**src/poe_status_pkg.sv**
```systemverilog
// package for the channel discovery and power status register bank
// assumes a 100 MHz core clock and an axi4-lite host with 32-bit data
package poe_status_pkg;

    // ************************************************************
    // channel count and bus geometry
    // ************************************************************
    localparam int NUM_CH = 4;
    localparam int ADDR_W = 12;

    // ************************************************************
    // register indices (byte address is four times the index)
    // ************************************************************
    localparam logic [7:0] IDX_DISC_CH1 = 8'h0C;
    localparam logic [7:0] IDX_DISC_CH4 = 8'h0F;
    localparam logic [7:0] IDX_POWER = 8'h10;
    localparam logic [7:0] IDX_CONFIG = 8'h20;

    // ************************************************************
    // field positions and reset values
    // ************************************************************
    localparam int CLASS_LSB = 4;
    localparam int DETECT_LSB = 0;
    localparam int PG_LSB = 4;
    localparam int PE_LSB = 0;
    localparam logic [7:0] DISC_RESET = 8'h00;
    localparam logic [7:0] POWER_RESET = 8'h00;
    localparam logic [11:0] CONFIG_RESET = 12'h000;

    // ************************************************************
    // requested class codes
    // ************************************************************
    localparam logic [3:0] CLS_UNKNOWN = 4'h0;
    localparam logic [3:0] CLS_3 = 4'h3;
    localparam logic [3:0] CLS_4 = 4'h4;
    localparam logic [3:0] CLS_RSV_AS0 = 4'h5;
    localparam logic [3:0] CLS_0 = 4'h6;
    localparam logic [3:0] CLS_OVERCUR = 4'h7;
    localparam logic [3:0] CLS_5_SS = 4'h8;
    localparam logic [3:0] CLS_8_SS = 4'hB;
    localparam logic [3:0] CLS_4P_T1LIM = 4'hC;
    localparam logic [3:0] CLS_5_DS = 4'hD;
    localparam logic [3:0] CLS_RSV = 4'hE;
    localparam logic [3:0] CLS_MISMATCH = 4'hF;

    // ************************************************************
    // detection result codes
    // ************************************************************
    localparam logic [3:0] DET_UNKNOWN = 4'h0;
    localparam logic [3:0] DET_SHORT = 4'h1;
    localparam logic [3:0] DET_TOO_LOW = 4'h3;
    localparam logic [3:0] DET_VALID = 4'h4;
    localparam logic [3:0] DET_TOO_HIGH = 4'h5;
    localparam logic [3:0] DET_OPEN = 4'h6;
    localparam logic [3:0] DET_FET_FAULT = 4'hE;

    // ************************************************************
    // timing: class posting deadline and the derived cycle budget
    // ************************************************************
    localparam int CLK_MHZ = 100;
    localparam int POST_LIMIT_MS = 5;
    localparam int POST_LIMIT_CYC = POST_LIMIT_MS * 1000 * CLK_MHZ;

    // ************************************************************
    // axi response codes
    // ************************************************************
    localparam logic [1:0] RESP_OKAY = 2'b00;
    localparam logic [1:0] RESP_SLVERR = 2'b10;

    // configuration register layout, low 12 bits of the word
    typedef struct packed {
        logic [3:0] manualMode;    // per channel manual/diagnostic mode
        logic [3:0] alloc15w;      // per channel 15.5 W allocation
        logic [1:0] dualSig;       // per port pair: dual signature load
        logic [1:0] fourPair;      // per port pair: wired as 4-pair
    } cfg_s;

    // per channel event pulses
    typedef struct packed {
        logic [3:0] classComplete;
        logic [3:0] powerEnableChange;
        logic [3:0] powerGoodChange;
    } evt_s;

endpackage

```
**src/poe_discovery_status.sv**
```systemverilog
// discovery and power status register bank for four power channels
// assumes detection, classification and turn-on engines drive the
// channel inputs synchronously to clk_sys; host uses axi4-lite
//
// How it works
// - channel 4 discovery byte at index 0x0F
// - channel off clears class and detect fields
// - class codes 0-7; 0101 reads as class 0
// - class codes 8-15 stored as measured
// - detect field holds latest detection result
// - class>=4 powered at 15.5 W reads 4+
// - single signature: post both, flag measured only
// - dual signature: each channel posts own class
// - class 0 load powered gets assigned class 3
// - manual, one class enable: class 8 -> 5DS
// - requested class kept apart from assigned class
// - power status byte at index 0x10
// - power good latched until off or reset
// - power enabled mirrors channel on state
// - off, even by fault, clears power bits
// - 2-pair and dual signature ports update channels independently
// - single signature: power good after both channels
// - dual signature: change events per channel
// - channels 1 to 3 at 0x0C to 0x0E
//
// Added by the designer: the AXI4-Lite register port.
`timescale 1ns/1ns
`default_nettype none

module poe_discovery_status
    import poe_status_pkg::*;
(
    // clock and reset
    input wire logic clk_sys,
    input wire logic rst_b,
    // axi4-lite write address and data
    input wire logic [ADDR_W-1:0] awaddr,
    input wire logic awvalid,
    output logic awready,
    input wire logic [31:0] wdata,
    input wire logic [3:0] wstrb,
    input wire logic wvalid,
    output logic wready,
    // axi4-lite write response
    output logic [1:0] bresp,
    output logic bvalid,
    input wire logic bready,
    // axi4-lite read
    input wire logic [ADDR_W-1:0] araddr,
    input wire logic arvalid,
    output logic arready,
    output logic [31:0] rdata,
    output logic [1:0] rresp,
    output logic rvalid,
    input wire logic rready,
    // channel control state from the sequencer
    input wire logic [NUM_CH-1:0] modeOff,
    input wire logic [NUM_CH-1:0] classEnable,
    input wire logic [NUM_CH-1:0] powerOn,
    input wire logic [NUM_CH-1:0] channelDrainSense,
    // classification and detection engine results
    input wire logic [NUM_CH-1:0] classDone,
    input wire logic [NUM_CH-1:0][3:0] classCode,
    input wire logic [NUM_CH-1:0] detDone,
    input wire logic [NUM_CH-1:0][3:0] detCode,
    // results to the rest of the device
    output logic [NUM_CH-1:0][3:0] assignedClass,
    output evt_s events
);

    // ************************************************************
    // state
    // ************************************************************
    logic [NUM_CH-1:0][3:0] requestedClassField;  // most recent requested class
    logic [NUM_CH-1:0][3:0] detectField;          // most recent detection result
    logic [NUM_CH-1:0] powerGoodFlags;             // latched power good
    logic [NUM_CH-1:0] powerEnabledFlags;          // channel on state
    cfg_s cfg;                                     // software steering bits

    // next values computed per channel
    logic [NUM_CH-1:0][3:0] next_requestedClass;
    logic [NUM_CH-1:0][3:0] next_detect;
    logic [NUM_CH-1:0][3:0] next_assigned;
    logic [NUM_CH-1:0] next_powerGood;
    logic [NUM_CH-1:0] pgCandidate;               // channel would be good on its own

    // ************************************************************
    // per channel discovery and power status logic
    // ************************************************************
    genvar ch;
    generate
        for (ch = 0; ch < NUM_CH; ch++)
        begin : g_chan
            localparam int PARTNER = ch ^ 1;
            localparam int PAIR = ch / 2;

            // load type of the port this channel belongs to
            wire isFourPair = cfg.fourPair[PAIR];
            wire isSingleSig = isFourPair & ~cfg.dualSig[PAIR];

            // single signature: partner's measurement is posted here too
            wire postOwn = classDone[ch];
            wire postPartner = isSingleSig & classDone[PARTNER] & ~classDone[ch];
            wire postAny = postOwn | postPartner;
            wire [3:0] rawClass = postOwn ? classCode[ch] : classCode[PARTNER];

            // class enabled on only one channel of the pair
            wire oneSided = isFourPair & (classEnable[ch] ^ classEnable[PARTNER]);
            wire fiveDs = cfg.manualMode[ch] & oneSided & (rawClass == CLS_8_SS);

            // reserved code reads back as class 0
            wire [3:0] fixedClass = (rawClass == CLS_RSV_AS0) ? CLS_0 :
                                    fiveDs ? CLS_5_DS :
                                    rawClass;

            // rising edge of the on state marks a power-up
            wire poweringUp = powerOn[ch] & ~powerEnabledFlags[ch];

            // class 4 or higher, single or dual signature, counted as high
            wire [3:0] curClass = postAny ? fixedClass : requestedClassField[ch];
            wire highClass = (curClass == CLS_4) |
                             ((curClass >= CLS_5_SS) & (curClass <= CLS_8_SS)) |
                             (curClass == CLS_5_DS);
            wire limitTo4p = poweringUp & cfg.alloc15w[ch] & highClass;

            // requested class: off clears first, then limit, then new or held result
            assign next_requestedClass[ch] = modeOff[ch] ? CLS_UNKNOWN :
                                             limitTo4p ? CLS_4P_T1LIM :
                                             curClass;

            // detection result simply replaced on each new result
            assign next_detect[ch] = modeOff[ch] ? DET_UNKNOWN :
                                     detDone[ch] ? detCode[ch] :
                                     detectField[ch];

            // assigned class is its own register, fixed at power-up
            assign next_assigned[ch] = ~powerOn[ch] ? CLS_UNKNOWN :
                                       ~poweringUp ? assignedClass[ch] :
                                       (curClass == CLS_0) ? CLS_3 :
                                       limitTo4p ? CLS_4P_T1LIM :
                                       curClass;

            // drain fell below the threshold while the channel is on
            assign pgCandidate[ch] = powerOn[ch] & (powerGoodFlags[ch] | channelDrainSense[ch]);

            // single signature waits for the partner so both channels' events fire in the same cycle
            wire partnerOk = ~isSingleSig | pgCandidate[PARTNER];
            assign next_powerGood[ch] = powerOn[ch] &
                                        (powerGoodFlags[ch] |
                                         (channelDrainSense[ch] & partnerOk));

            // discovery and power registers, cleared only by reset or off
            always_ff @(posedge clk_sys or negedge rst_b)
            begin
                if (!rst_b)
                begin
                    requestedClassField[ch] <= DISC_RESET[CLASS_LSB +: 4];
                    detectField[ch] <= DISC_RESET[DETECT_LSB +: 4];
                    assignedClass[ch] <= CLS_UNKNOWN;
                    powerGoodFlags[ch] <= POWER_RESET[PG_LSB + ch];
                    powerEnabledFlags[ch] <= POWER_RESET[PE_LSB + ch];
                end
                else
                begin
                    requestedClassField[ch] <= next_requestedClass[ch];
                    detectField[ch] <= next_detect[ch];
                    assignedClass[ch] <= next_assigned[ch];
                    powerGoodFlags[ch] <= next_powerGood[ch];
                    powerEnabledFlags[ch] <= powerOn[ch];
                end
            end

            // change events, one cycle each, driven from flip-flops
            always_ff @(posedge clk_sys or negedge rst_b)
            begin
                if (!rst_b)
                begin
                    events.classComplete[ch] <= 1'b0;
                    events.powerEnableChange[ch] <= 1'b0;
                    events.powerGoodChange[ch] <= 1'b0;
                end
                else
                begin
                    // only the measuring channel flags completion
                    events.classComplete[ch] <= postOwn & ~modeOff[ch];
                    events.powerEnableChange[ch] <= powerOn[ch] ^ powerEnabledFlags[ch];
                    events.powerGoodChange[ch] <= next_powerGood[ch] ^ powerGoodFlags[ch];
                end
            end
        end
    endgenerate

    // ************************************************************
    // register decode
    // ************************************************************
    // printed offsets are indices; low two address bits are ignored
    wire [7:0] rdIndex = araddr[9:2];
    wire rdInRange = (araddr[ADDR_W-1:10] == '0);
    wire rdIsDisc = rdInRange & (rdIndex >= IDX_DISC_CH1) & (rdIndex <= IDX_DISC_CH4);
    wire rdIsPower = rdInRange & (rdIndex == IDX_POWER);
    wire rdIsConfig = rdInRange & (rdIndex == IDX_CONFIG);
    wire [1:0] rdChan = 2'(rdIndex - IDX_DISC_CH1);
    wire [7:0] discByte = {requestedClassField[rdChan], detectField[rdChan]};
    wire [7:0] powerByte = {powerGoodFlags, powerEnabledFlags};
    wire [31:0] readWord = rdIsDisc ? {24'h00_0000, discByte} :
                           rdIsPower ? {24'h00_0000, powerByte} :
                           rdIsConfig ? {20'h0_0000, cfg} :
                           32'h0000_0000;
    wire rdOk = rdIsDisc | rdIsPower | rdIsConfig;

    // ************************************************************
    // axi4-lite write path
    // ************************************************************
    logic awHeld;                  // write address captured
    logic wHeld;                   // write data captured
    logic [ADDR_W-1:0] awAddrHeld;
    logic [31:0] wDataHeld;
    logic [3:0] wStrbHeld;

    // accept each half once; nothing new until the response is taken
    assign awready = ~awHeld & ~bvalid;
    assign wready = ~wHeld & ~bvalid;

    wire [7:0] wrIndex = awAddrHeld[9:2];
    wire wrInRange = (awAddrHeld[ADDR_W-1:10] == '0);
    wire wrIsConfig = wrInRange & (wrIndex == IDX_CONFIG);
    // status registers are read only: accepted, answered, not stored
    wire wrIsStatus = wrInRange & ((wrIndex >= IDX_DISC_CH1) & (wrIndex <= IDX_POWER));
    wire wrFire = awHeld & wHeld & ~bvalid;

    // byte enables apply to the two low lanes of the config word
    wire [11:0] cfgMerged = {wStrbHeld[1] ? wDataHeld[11:8] : cfg[11:8],
                             wStrbHeld[0] ? wDataHeld[7:0] : cfg[7:0]};

    // capture halves, then answer both together
    always_ff @(posedge clk_sys or negedge rst_b)
    begin
        if (!rst_b)
        begin
            awHeld <= 1'b0;
            wHeld <= 1'b0;
            awAddrHeld <= '0;
            wDataHeld <= 32'h0000_0000;
            wStrbHeld <= 4'h0;
            bvalid <= 1'b0;
            bresp <= RESP_OKAY;
            cfg <= CONFIG_RESET;
        end
        else
        begin
            if (awvalid & awready)
            begin
                awHeld <= 1'b1;
                awAddrHeld <= awaddr;
            end
            if (wvalid & wready)
            begin
                wHeld <= 1'b1;
                wDataHeld <= wdata;
                wStrbHeld <= wstrb;
            end
            if (wrFire)
            begin
                awHeld <= 1'b0;
                wHeld <= 1'b0;
                bvalid <= 1'b1;
                bresp <= (wrIsConfig | wrIsStatus) ? RESP_OKAY : RESP_SLVERR;
                if (wrIsConfig)
                begin
                    cfg <= cfgMerged;
                end
            end
            else if (bvalid & bready)
            begin
                bvalid <= 1'b0;
            end
        end
    end

    // ************************************************************
    // axi4-lite read path
    // ************************************************************
    // one read outstanding; data sampled in the accepting cycle
    assign arready = ~rvalid;

    always_ff @(posedge clk_sys or negedge rst_b)
    begin
        if (!rst_b)
        begin
            rvalid <= 1'b0;
            rdata <= 32'h0000_0000;
            rresp <= RESP_OKAY;
        end
        else if (arvalid & arready)
        begin
            rvalid <= 1'b1;
            rdata <= readWord;
            rresp <= rdOk ? RESP_OKAY : RESP_SLVERR;
        end
        else if (rvalid & rready)
        begin
            rvalid <= 1'b0;
        end
    end

endmodule

`default_nettype wire

```
**config.mk**
```make
export PLATFORM = sky130hd
export DESIGN_NAME = poe_discovery_status
export DESIGN_NICKNAME = d
export VERILOG_FILES = /design/src/poe_status_pkg.sv /design/src/poe_discovery_status.sv
export SDC_FILE = /design/constraint.sdc
export NUM_CORES = 1
export LEC_CHECK = 0
export ABC_AREA = 1
export BUFFER_PORTS_ARGS = -buffer_cell sky130_fd_sc_hd__buf_2
export CAP_MARGIN = 0
export CORE_MARGIN = 2
export CORE_UTILIZATION = 52
export CTS_CLUSTER_SIZE = 24
export DETAILED_ROUTE_END_ITERATION = 8
export PLACE_DENSITY = 0.81
export SKIP_CTS_REPAIR_TIMING = 1
export SYNTH_ARGS = -nofsm -noshare
export SYNTH_HDL_FRONTEND = slang
export SYNTH_SLANG_ARGS = --single-unit
```
**constraint.sdc**
```tcl
create_clock -name clk_sys -period 2 [get_ports clk_sys]
set_input_delay 0.3 -clock clk_sys [delete_from_list [all_inputs] [get_ports clk_sys]]
set_output_delay 0.3 -clock clk_sys [all_outputs]
set_load 0.05 [all_outputs]
```
==> flow_summary_export.csv, run 1 <==
group,metric,value,unit
route,detailedRoute.firstPassIterationCount,5,
final_layout,num-nets-final,1095,
setup_path,worst_path_largest_cell_delay,0.40,ns
setup_path,worst_ep_arrival_time,2.14,ns
synth,ys.flop_type,"sky130_fd_sc_hd__dfrtp_1",
synth,synth_edf_count,0,
synth,syn_avg_cell_area,7.813,sq um
floorplan,floorplan.rows,40,
global_route,grt_pass1_vias,5199,
setup_path,worst_setup_path_end_kind,"flop",
setup_path,worst_r2r_start,"cfg[1]",
clocking,maximum_level_of_the_cts_h_tree,4,
route,route.detailed.vias_per_inst,5.048,
synth,synth_largest_area_cell,"sky130_fd_sc_hd__dfrtp_1",
clocking,cts_tree,"built",
synth,yosys-top-cells-area,"sky130_fd_sc_hd__dfrtp_1, sky130_fd_sc_hd__nand2_1, sky130_fd_sc_hd__inv_1",
floorplan,die_y,113.8,um
sta,timing.final.setup_violations,0,
route,violation_count_after_the_first_detailed_route_iteration,472,
place,port_buffers,143,
setup_path,crit_chain,"inv_2 > nor2_1 > nand2_1 > nand2_1 > and2_1 > nand2_1 > o21ai_0 > nor2_1 > nor2_1 > nand2_2 > nand2_1 > nand2_1 > nand2_1 > nand2_1",
floorplan,design.die.area,0.01296,sq mm
power,static-leakage-power,4.248,nW
floorplan,design.portCount,192,
sta,final-hold-violation-count,0,
global_route,globalRouteTotalUtil,24.01,%
clocking,tritoncts.num_buffers,17,
synth,ys_async_sr_fraction,100.0,%
setup_path,worst_setup_path_start_kind,"flop",
synth,syn_area,0.006274,sq mm
synth,synth_cells,803,
global_route,largest_net_degree_at_the_start_of_global_routing,59,
global_route,number_of_antenna_violations_at_the_first_check_in_global_routing,0,
clocking,clk_latency_worst_skew_pair,0.42,ns
sta,final_period_minus_worst_setup_slack,1.823,ns
synth,synth_simple_gate_area_share,25.69,%
final_layout,antenna_cells_inserted,0,
setup_path,timing.critical_path.mode_cell,"sky130_fd_sc_hd__nand2_1",
floorplan,start_util,52.67,%
setup_path,crit_buf_inv,1,
clocking,cts.root.buffer_cell,"sky130_fd_sc_hd__clkbuf_16",
setup_path,max_fanout_on_critical_path,6,
clocking,buffer_levels_on_the_longest_clock_path,2,
setup_path,worst-r2r-setup-slack,0.18,ns
job,maxCapViolCount,0,
sta,rsz0062_at_grt,"false",
synth,post_synth_fa_ha_maj_area_fraction,1.596,%
global_route,grt_pass1_wl,24230,um
power,worst_ir_drop_vdd,0.7319,mV
setup_path,critical_path_class,"reg2reg",
synth,yosys_register_bits,122,
clocking,clk_pin_slew_worst_paths,0.06,ns
synth,synthDominantCellAreaShare,48.66,%
final_layout,layout-drive-gt1-share,24.46,%
final_layout,multi_input_area,0.002678,sq mm
synth,synth_compound_gate_area_share,11.29,%
route,detail_route.wl_per_cell,13.39,um
route,wire_length_after_detailed_routing,15050,um
final_layout,area_delta_synth_final,23.73,%
final_layout,area.sequential,0.003053,sq mm
synth,synth_top_family_by_area,"simple AND/OR/NAND/NOR gates",
route,route.detailed.drc,0,
global_route,grt.overflow.total,0,
sta,timing.hold.ws,0.04341,ns
min_path,timing.hold.worst.class,"in2reg",
sta,worst-slew-pin-transition,0.6207,ns
sta,post-route-period-util,91.17,%
sta,timing.slew.headroom,58.24,%
sta,drv_slew,0,
synth,post_synth_mux_area_share,2.154,%
place,place.gp.congestion,0.8899,
power,power_per_cell_area,1057,mW/mm^2
synth,post_synth_most_frequent_cells,"sky130_fd_sc_hd__nand2_1, sky130_fd_sc_hd__dfrtp_1, sky130_fd_sc_hd__inv_1",
clocking,cts_sinks,122,
sta,skew,0.004924,ns
final_layout,finalNonFillerCells,1124,
route,postRouteAntennaNets,0,
final_layout,fillerInstances,1035,
synth,synth.yosys.seq_area_share,48.66,%
synth,synth_cell_types,36,
synth,yosysMostFrequentCell,"sky130_fd_sc_hd__nand2_1",
floorplan,die_w,113.8,um
setup_path,critical-path-top-delay-family,"simple AND/OR/NAND/NOR gates",
outcome,status,"complete, no violations",
floorplan,core_region_area,0.01191,sq mm
place,hpwlAfterDp,11420,um
sta,clock.fmax,0.5484,GHz
synth,synth_warn,0,
setup_path,setup.worst_path.start,"cfg[1]",
route,detailroute.via_count,5674,
place,placed_cells,1091,
power,report.power.total,8.207,mW
synth,synthXorXnorAreaFrac,0.5584,%
sta,setup_tns,0,ns
min_path,min_from,"powerOn[0]",
setup_path,cp_data_required_time,2.31,ns
setup_path,critical-path-slowest-cell,"sky130_fd_sc_hd__dfrtp_1",
==> kinds of logic (layout without fill, tap and decap cells) <==
logic type	Yosys count	count (layout)
adder cells (fa/ha/maj)	8	8
AO/OA/AOI/OAI	130	130
AND/OR/NAND/NOR	383	383
multiplexers	12	12
buffers and inverters	143	296
XOR/XNOR	4	4
flip-flops	122	122
other	1	22
==> worst register-to-register path, cell delays in order (launching register included) <==
cell and delay [ns]:
sky130_fd_sc_hd__dfrtp_1 0.40, sky130_fd_sc_hd__inv_2 0.07, sky130_fd_sc_hd__nor2_1 0.10, sky130_fd_sc_hd__nand2_1 0.06, sky130_fd_sc_hd__nand2_1 0.15, sky130_fd_sc_hd__and2_1 0.19, sky130_fd_sc_hd__nand2_1 0.06, sky130_fd_sc_hd__o21ai_0 0.13
sky130_fd_sc_hd__nor2_1 0.09, sky130_fd_sc_hd__nor2_1 0.13, sky130_fd_sc_hd__nand2_2 0.10, sky130_fd_sc_hd__nand2_1 0.10, sky130_fd_sc_hd__nand2_1 0.05, sky130_fd_sc_hd__nand2_1 0.06, sky130_fd_sc_hd__nand2_1 0.04
==> cell usage in the layout (no fill, tap or decap), types with 12 or more instances in the layout <==
master                      synthesis  layout
sky130_fd_sc_hd__buf_2              1     142
sky130_fd_sc_hd__inv_1            102     102
sky130_fd_sc_hd__nand3_1           50      49
sky130_fd_sc_hd__nand2_1          221     221
sky130_fd_sc_hd__a21oi_1           47      47
sky130_fd_sc_hd__o21ai_0           62      62
sky130_fd_sc_hd__nand2_2           13      13
sky130_fd_sc_hd__mux2_2            12      12
sky130_fd_sc_hd__nor2_1            66      66
sky130_fd_sc_hd__conb_1             1      22
sky130_fd_sc_hd__clkbuf_16          0      17
sky130_fd_sc_hd__dfrtp_1          122     122
==> stage by stage <==
| stage | area [sq um] | util (%) | setup slack [ns] |
|---|---|---|---|
| final | 7762 | 65.17 | 0.1766 |
| after global routing | 7762 | 65.17 | 0.009569 |
| after CTS | 7747 | 65.04 | 0.2106 |
| after detailed placement | 7143 | 59.97 | 0.1845 |
| after global placement | 7143 | 59.97 | 0.2203 |
| after floorplan | 6352 | - | -0.2249 |
==> state kept, by name (all words and copies together) (netlist names), 2 cells and up <==
signal,count
wStrbHeld,2
assignedClass,16
rdata,12
powerByte,8
events,12
requestedClassField,16
cfg,12
awAddrHeld,10
wDataHeld,12
detectField,16
==> metal layers <==
layer | GRT usage [%] | routed length, um
met4 | 10.16 | 440
met5 | 0 | 0
met3 | 7.333 | 1013
met2 | 37.21 | 6861
met1 | 31.56 | 6736
==> worst paths after layout <==
| check | endpoint | cells past startpoint |
|---|---|---|
| setup reg to reg | assignedClass[8] | 14 |
| setup / recovery | assignedClass[8] | 14 |
| hold / removal | powerByte[0] | 1 |
| hold reg to reg | assignedClass[15] | 2 |
| min in group asynchronous | events[9] | 2 |
| max in group asynchronous | events[6] | 3 |
==> report_power, final <==
part | total, mW | switching (mW) | leakage, nW | internal (mW)
registers | 3.13 | 0.226 | 1.54 | 2.90
clock network | 3.08 | 1.14 | 0.293 | 1.94
logic | 2.00 | 1.38 | 2.42 | 0.617
total | 8.21 | 2.74 | 4.25 | 5.46
==> layout make-up <==
class | count | area share (%)
flip-flops and latches | 122 | 39.33
multi-input cells | 559 | 34.49
repair buffers | 154 | 10.67
clock buffers | 20 | 6.012
inverters | 110 | 5.351
well taps | 147 | 2.369
clock inverters | 12 | 1.773
No activity file was read; power rests on OpenSTA's default activity.
==> run 2: changes to the inputs <==
--- a/config.mk
+++ b/config.mk
@@ -9,10 +9,11 @@
 export BUFFER_PORTS_ARGS = -buffer_cell sky130_fd_sc_hd__buf_2
 export CAP_MARGIN = 0
 export CORE_MARGIN = 2
-export CORE_UTILIZATION = 52
+export CORE_UTILIZATION = 47
 export CTS_CLUSTER_SIZE = 24
 export DETAILED_ROUTE_END_ITERATION = 8
-export PLACE_DENSITY = 0.81
+export PLACE_DENSITY = 0.77
+export REMOVE_ABC_BUFFERS = 1
 export SKIP_CTS_REPAIR_TIMING = 1
 export SYNTH_ARGS = -nofsm -noshare
 export SYNTH_HDL_FRONTEND = slang
==> constraint.sdc (replaced) <==
create_clock -name clk_sys -period 1.5 [get_ports clk_sys]
set_input_delay 0.225 -clock clk_sys [delete_from_list [all_inputs] [get_ports clk_sys]]
set_output_delay 0.225 -clock clk_sys [all_outputs]
set_load 0.05 [all_outputs]
==> flow_summary_export.csv, run 2 (synthesis gave the netlist of run 1 again) <==
group,metric,value,unit
clocking,cts_tree,"built",
place,port_buffers,143,
min_path,min_from,"rready",
sta,timing.final.setup_violations,44,
place,post_dp_cell_area,0.007510,sq mm
setup_path,worst_ep_arrival_time,2.04,ns
sta,final_period_minus_worst_setup_slack,1.732,ns
power,worst_ir_drop_vdd,1.519,mV
route,violation_count_after_the_first_detailed_route_iteration,445,
route,route.detailed.vias_per_inst,4.863,
final_layout,area_delta_synth_final,37.36,%
clocking,clk_pin_slew_worst_paths,0.05,ns
floorplan,design.die.area,0.01429,sq mm
final_layout,finish.instance_area,0.008617,sq mm
sta,setup_tns,-4.992,ns
route,detailedRoute.firstPassIterationCount,5,
sta,drv_slew,0,
sta,final-hold-violation-count,1,
power,static-leakage-power,4.589,nW
clocking,cts.root.buffer_cell,"sky130_fd_sc_hd__clkbuf_16",
floorplan,die_y,119.5,um
floorplan,die_w,119.5,um
route,detail_route.wl_per_cell,13.77,um
clocking,maximum_level_of_the_cts_h_tree,4,
final_layout,finalNonFillerCells,1214,
job,maxCapViolCount,0,
global_route,grt_pass1_vias,5392,
setup_path,setup.worst_path.start,"cfg[1]",
final_layout,final_cell_mix,"sky130_fd_sc_hd__nand2_1, sky130_fd_sc_hd__buf_2, sky130_fd_sc_hd__dfrtp_1",
route,wire_length_after_detailed_routing,16710,um
clocking,buffer_levels_on_the_longest_clock_path,2,
place,hpwlAfterDp,12280,um
place,place.gp.congestion,0.8898,
clocking,tritoncts.num_buffers,17,
global_route,largest_net_degree_at_the_start_of_global_routing,38,
global_route,grt_pass1_wl,25560,um
min_path,timing.hold.worst.class,"in2reg",
outcome,status,"finished, violations left",
final_layout,reg_top3,"assignedClass (16), detectField (16), requestedClassField (16)",
floorplan,start_util,47.75,%
power,power_per_cell_area,1347,mW/mm^2
sta,timing.hold.ws,-0.009021,ns
final_layout,most_frequent_standard_cell_in_the_layout_excluding_fill_and_tap_cells,"sky130_fd_sc_hd__nand2_1",
global_route,grt.overflow.total,0,
floorplan,design.portCount,192,
final_layout,layout-drive-gt1-share,35.84,%
setup_path,worst_setup_path_end_kind,"flop",
global_route,globalRouteTotalUtil,22.93,%
setup_path,max_fanout_on_critical_path,6,
setup_path,worst_setup_path_start_kind,"flop",
sta,clock.fmax,0.5774,GHz
power,report.power.total,11.61,mW
clocking,clk_latency_worst_skew_pair,0.42,ns
final_layout,num-nets-final,1156,
sta,rsz0062_at_grt,"true",
setup_path,cp_data_required_time,1.80,ns
final_layout,antenna_cells_inserted,0,
outcome,violations_in_the_final_reports,"hold timing, setup timing",
sta,post-route-period-util,115.5,%
route,route.detailed.drc,0,
place,placed_cells,1164,
sta,final_critical_path_setup_slack,-0.2320,ns
global_route,number_of_antenna_violations_at_the_first_check_in_global_routing,0,
floorplan,core_region_area,0.01314,sq mm
sta,skew,0.008612,ns
setup_path,worst_r2r_start,"cfg[1]",
route,detailroute.via_count,5904,
floorplan,floorplan.rows,42,
setup_path,critical_path_class,"reg2reg",
clocking,cts_sinks,122,
route,postRouteAntennaNets,0,
-- run 2: cell types whose count changed in the layout (fill, tap and decap cells not counted), sizes merged --
cell         previous run  this run
buf                   153       210
inv                   112       109
clkinvlp                2         3
bufinv                  2         4
dlygate4sd3             1         5
-- run 2: final cells by class --
| class | count | area [sq um] |
|---|---|---|
| fillers | 1133 | 4521 |
| inverters | 110 | 420.4 |
| well taps | 176 | 220.2 |
| multi-input cells | 559 | 2962 |
| clock inverters | 12 | 171.4 |
| clock buffers | 20 | 456.7 |
| repair buffers | 215 | 1331 |
| flip-flops and latches | 122 | 3055 |
-- run 2: worst paths after layout --
path / endpoint / slack, ns / depth (start not counted)
worst max-delay path: assignedClass[8] / -0.23 / 14
worst min-delay path: rvalid / -0.009 / 2
worst max register to register: assignedClass[8] / -0.23 / 14
worst min register to register: assignedClass[14] / 0.47 / 2
max in group asynchronous: rdata[3] / 0.73 / 3
min in group asynchronous: events[3] / 0.25 / 2
-- run 2: routing by layer --
layer / routed length [um] / vias up / GRT usage [%] / part of all wire (%)
met5: 0 / - / 0 / 0
met4: 292 / 0 / 8.235 / 1.7
met3: 1182 / 24 / 6.226 / 7.1
met2: 7884 / 205 / 35.68 / 47
met1: 7352 / 2704 / 30.98 / 44
li1: - / 2971 / - / -
-- run 2: power breakdown --
| part | total (mW) | internal, mW | switching (mW) |
|---|---|---|---|
| Combinational | 3.07 | 1.06 | 2.01 |
| Clock | 4.32 | 2.85 | 1.47 |
| Sequential | 4.22 | 3.87 | 0.348 |
| Total | 11.6 | 7.78 | 3.82 |
-- run 2: worst max-delay path: stages (launching register included) --
cell	delay [ns]
sky130_fd_sc_hd__dfrtp_2	0.42
sky130_fd_sc_hd__inv_2	0.05
sky130_fd_sc_hd__nor2_2	0.09
sky130_fd_sc_hd__nand2_1	0.07
sky130_fd_sc_hd__nand2_2	0.13
sky130_fd_sc_hd__and2_4	0.18
sky130_fd_sc_hd__nand2_1	0.07
sky130_fd_sc_hd__o21ai_2	0.09
sky130_fd_sc_hd__nor2_2	0.07
sky130_fd_sc_hd__nor2_2	0.12
sky130_fd_sc_hd__nand2_2	0.11
sky130_fd_sc_hd__nand2_2	0.08
sky130_fd_sc_hd__nand2_1	0.05
sky130_fd_sc_hd__nand2_1	0.06
sky130_fd_sc_hd__nand2_1	0.05
-- run 2: per-stage QoR --
| step | utilization (%) | worst slack, ns | hold WS, ns |
|---|---|---|---|
| 2_1_floorplan | - | -1.012 | -0.07059 |
| 5_1_grt | 65.59 | -0.3651 | 0.001146 |
| 6_report | 65.59 | -0.2320 | -0.009021 |
| 3_3_place_gp | 57.16 | -0.2322 | 0.1442 |
| 4_1_cts | 61.94 | -0.3035 | -0.3048 |
| 3_5_place_dp | 57.16 | -0.2764 | 0.1388 |
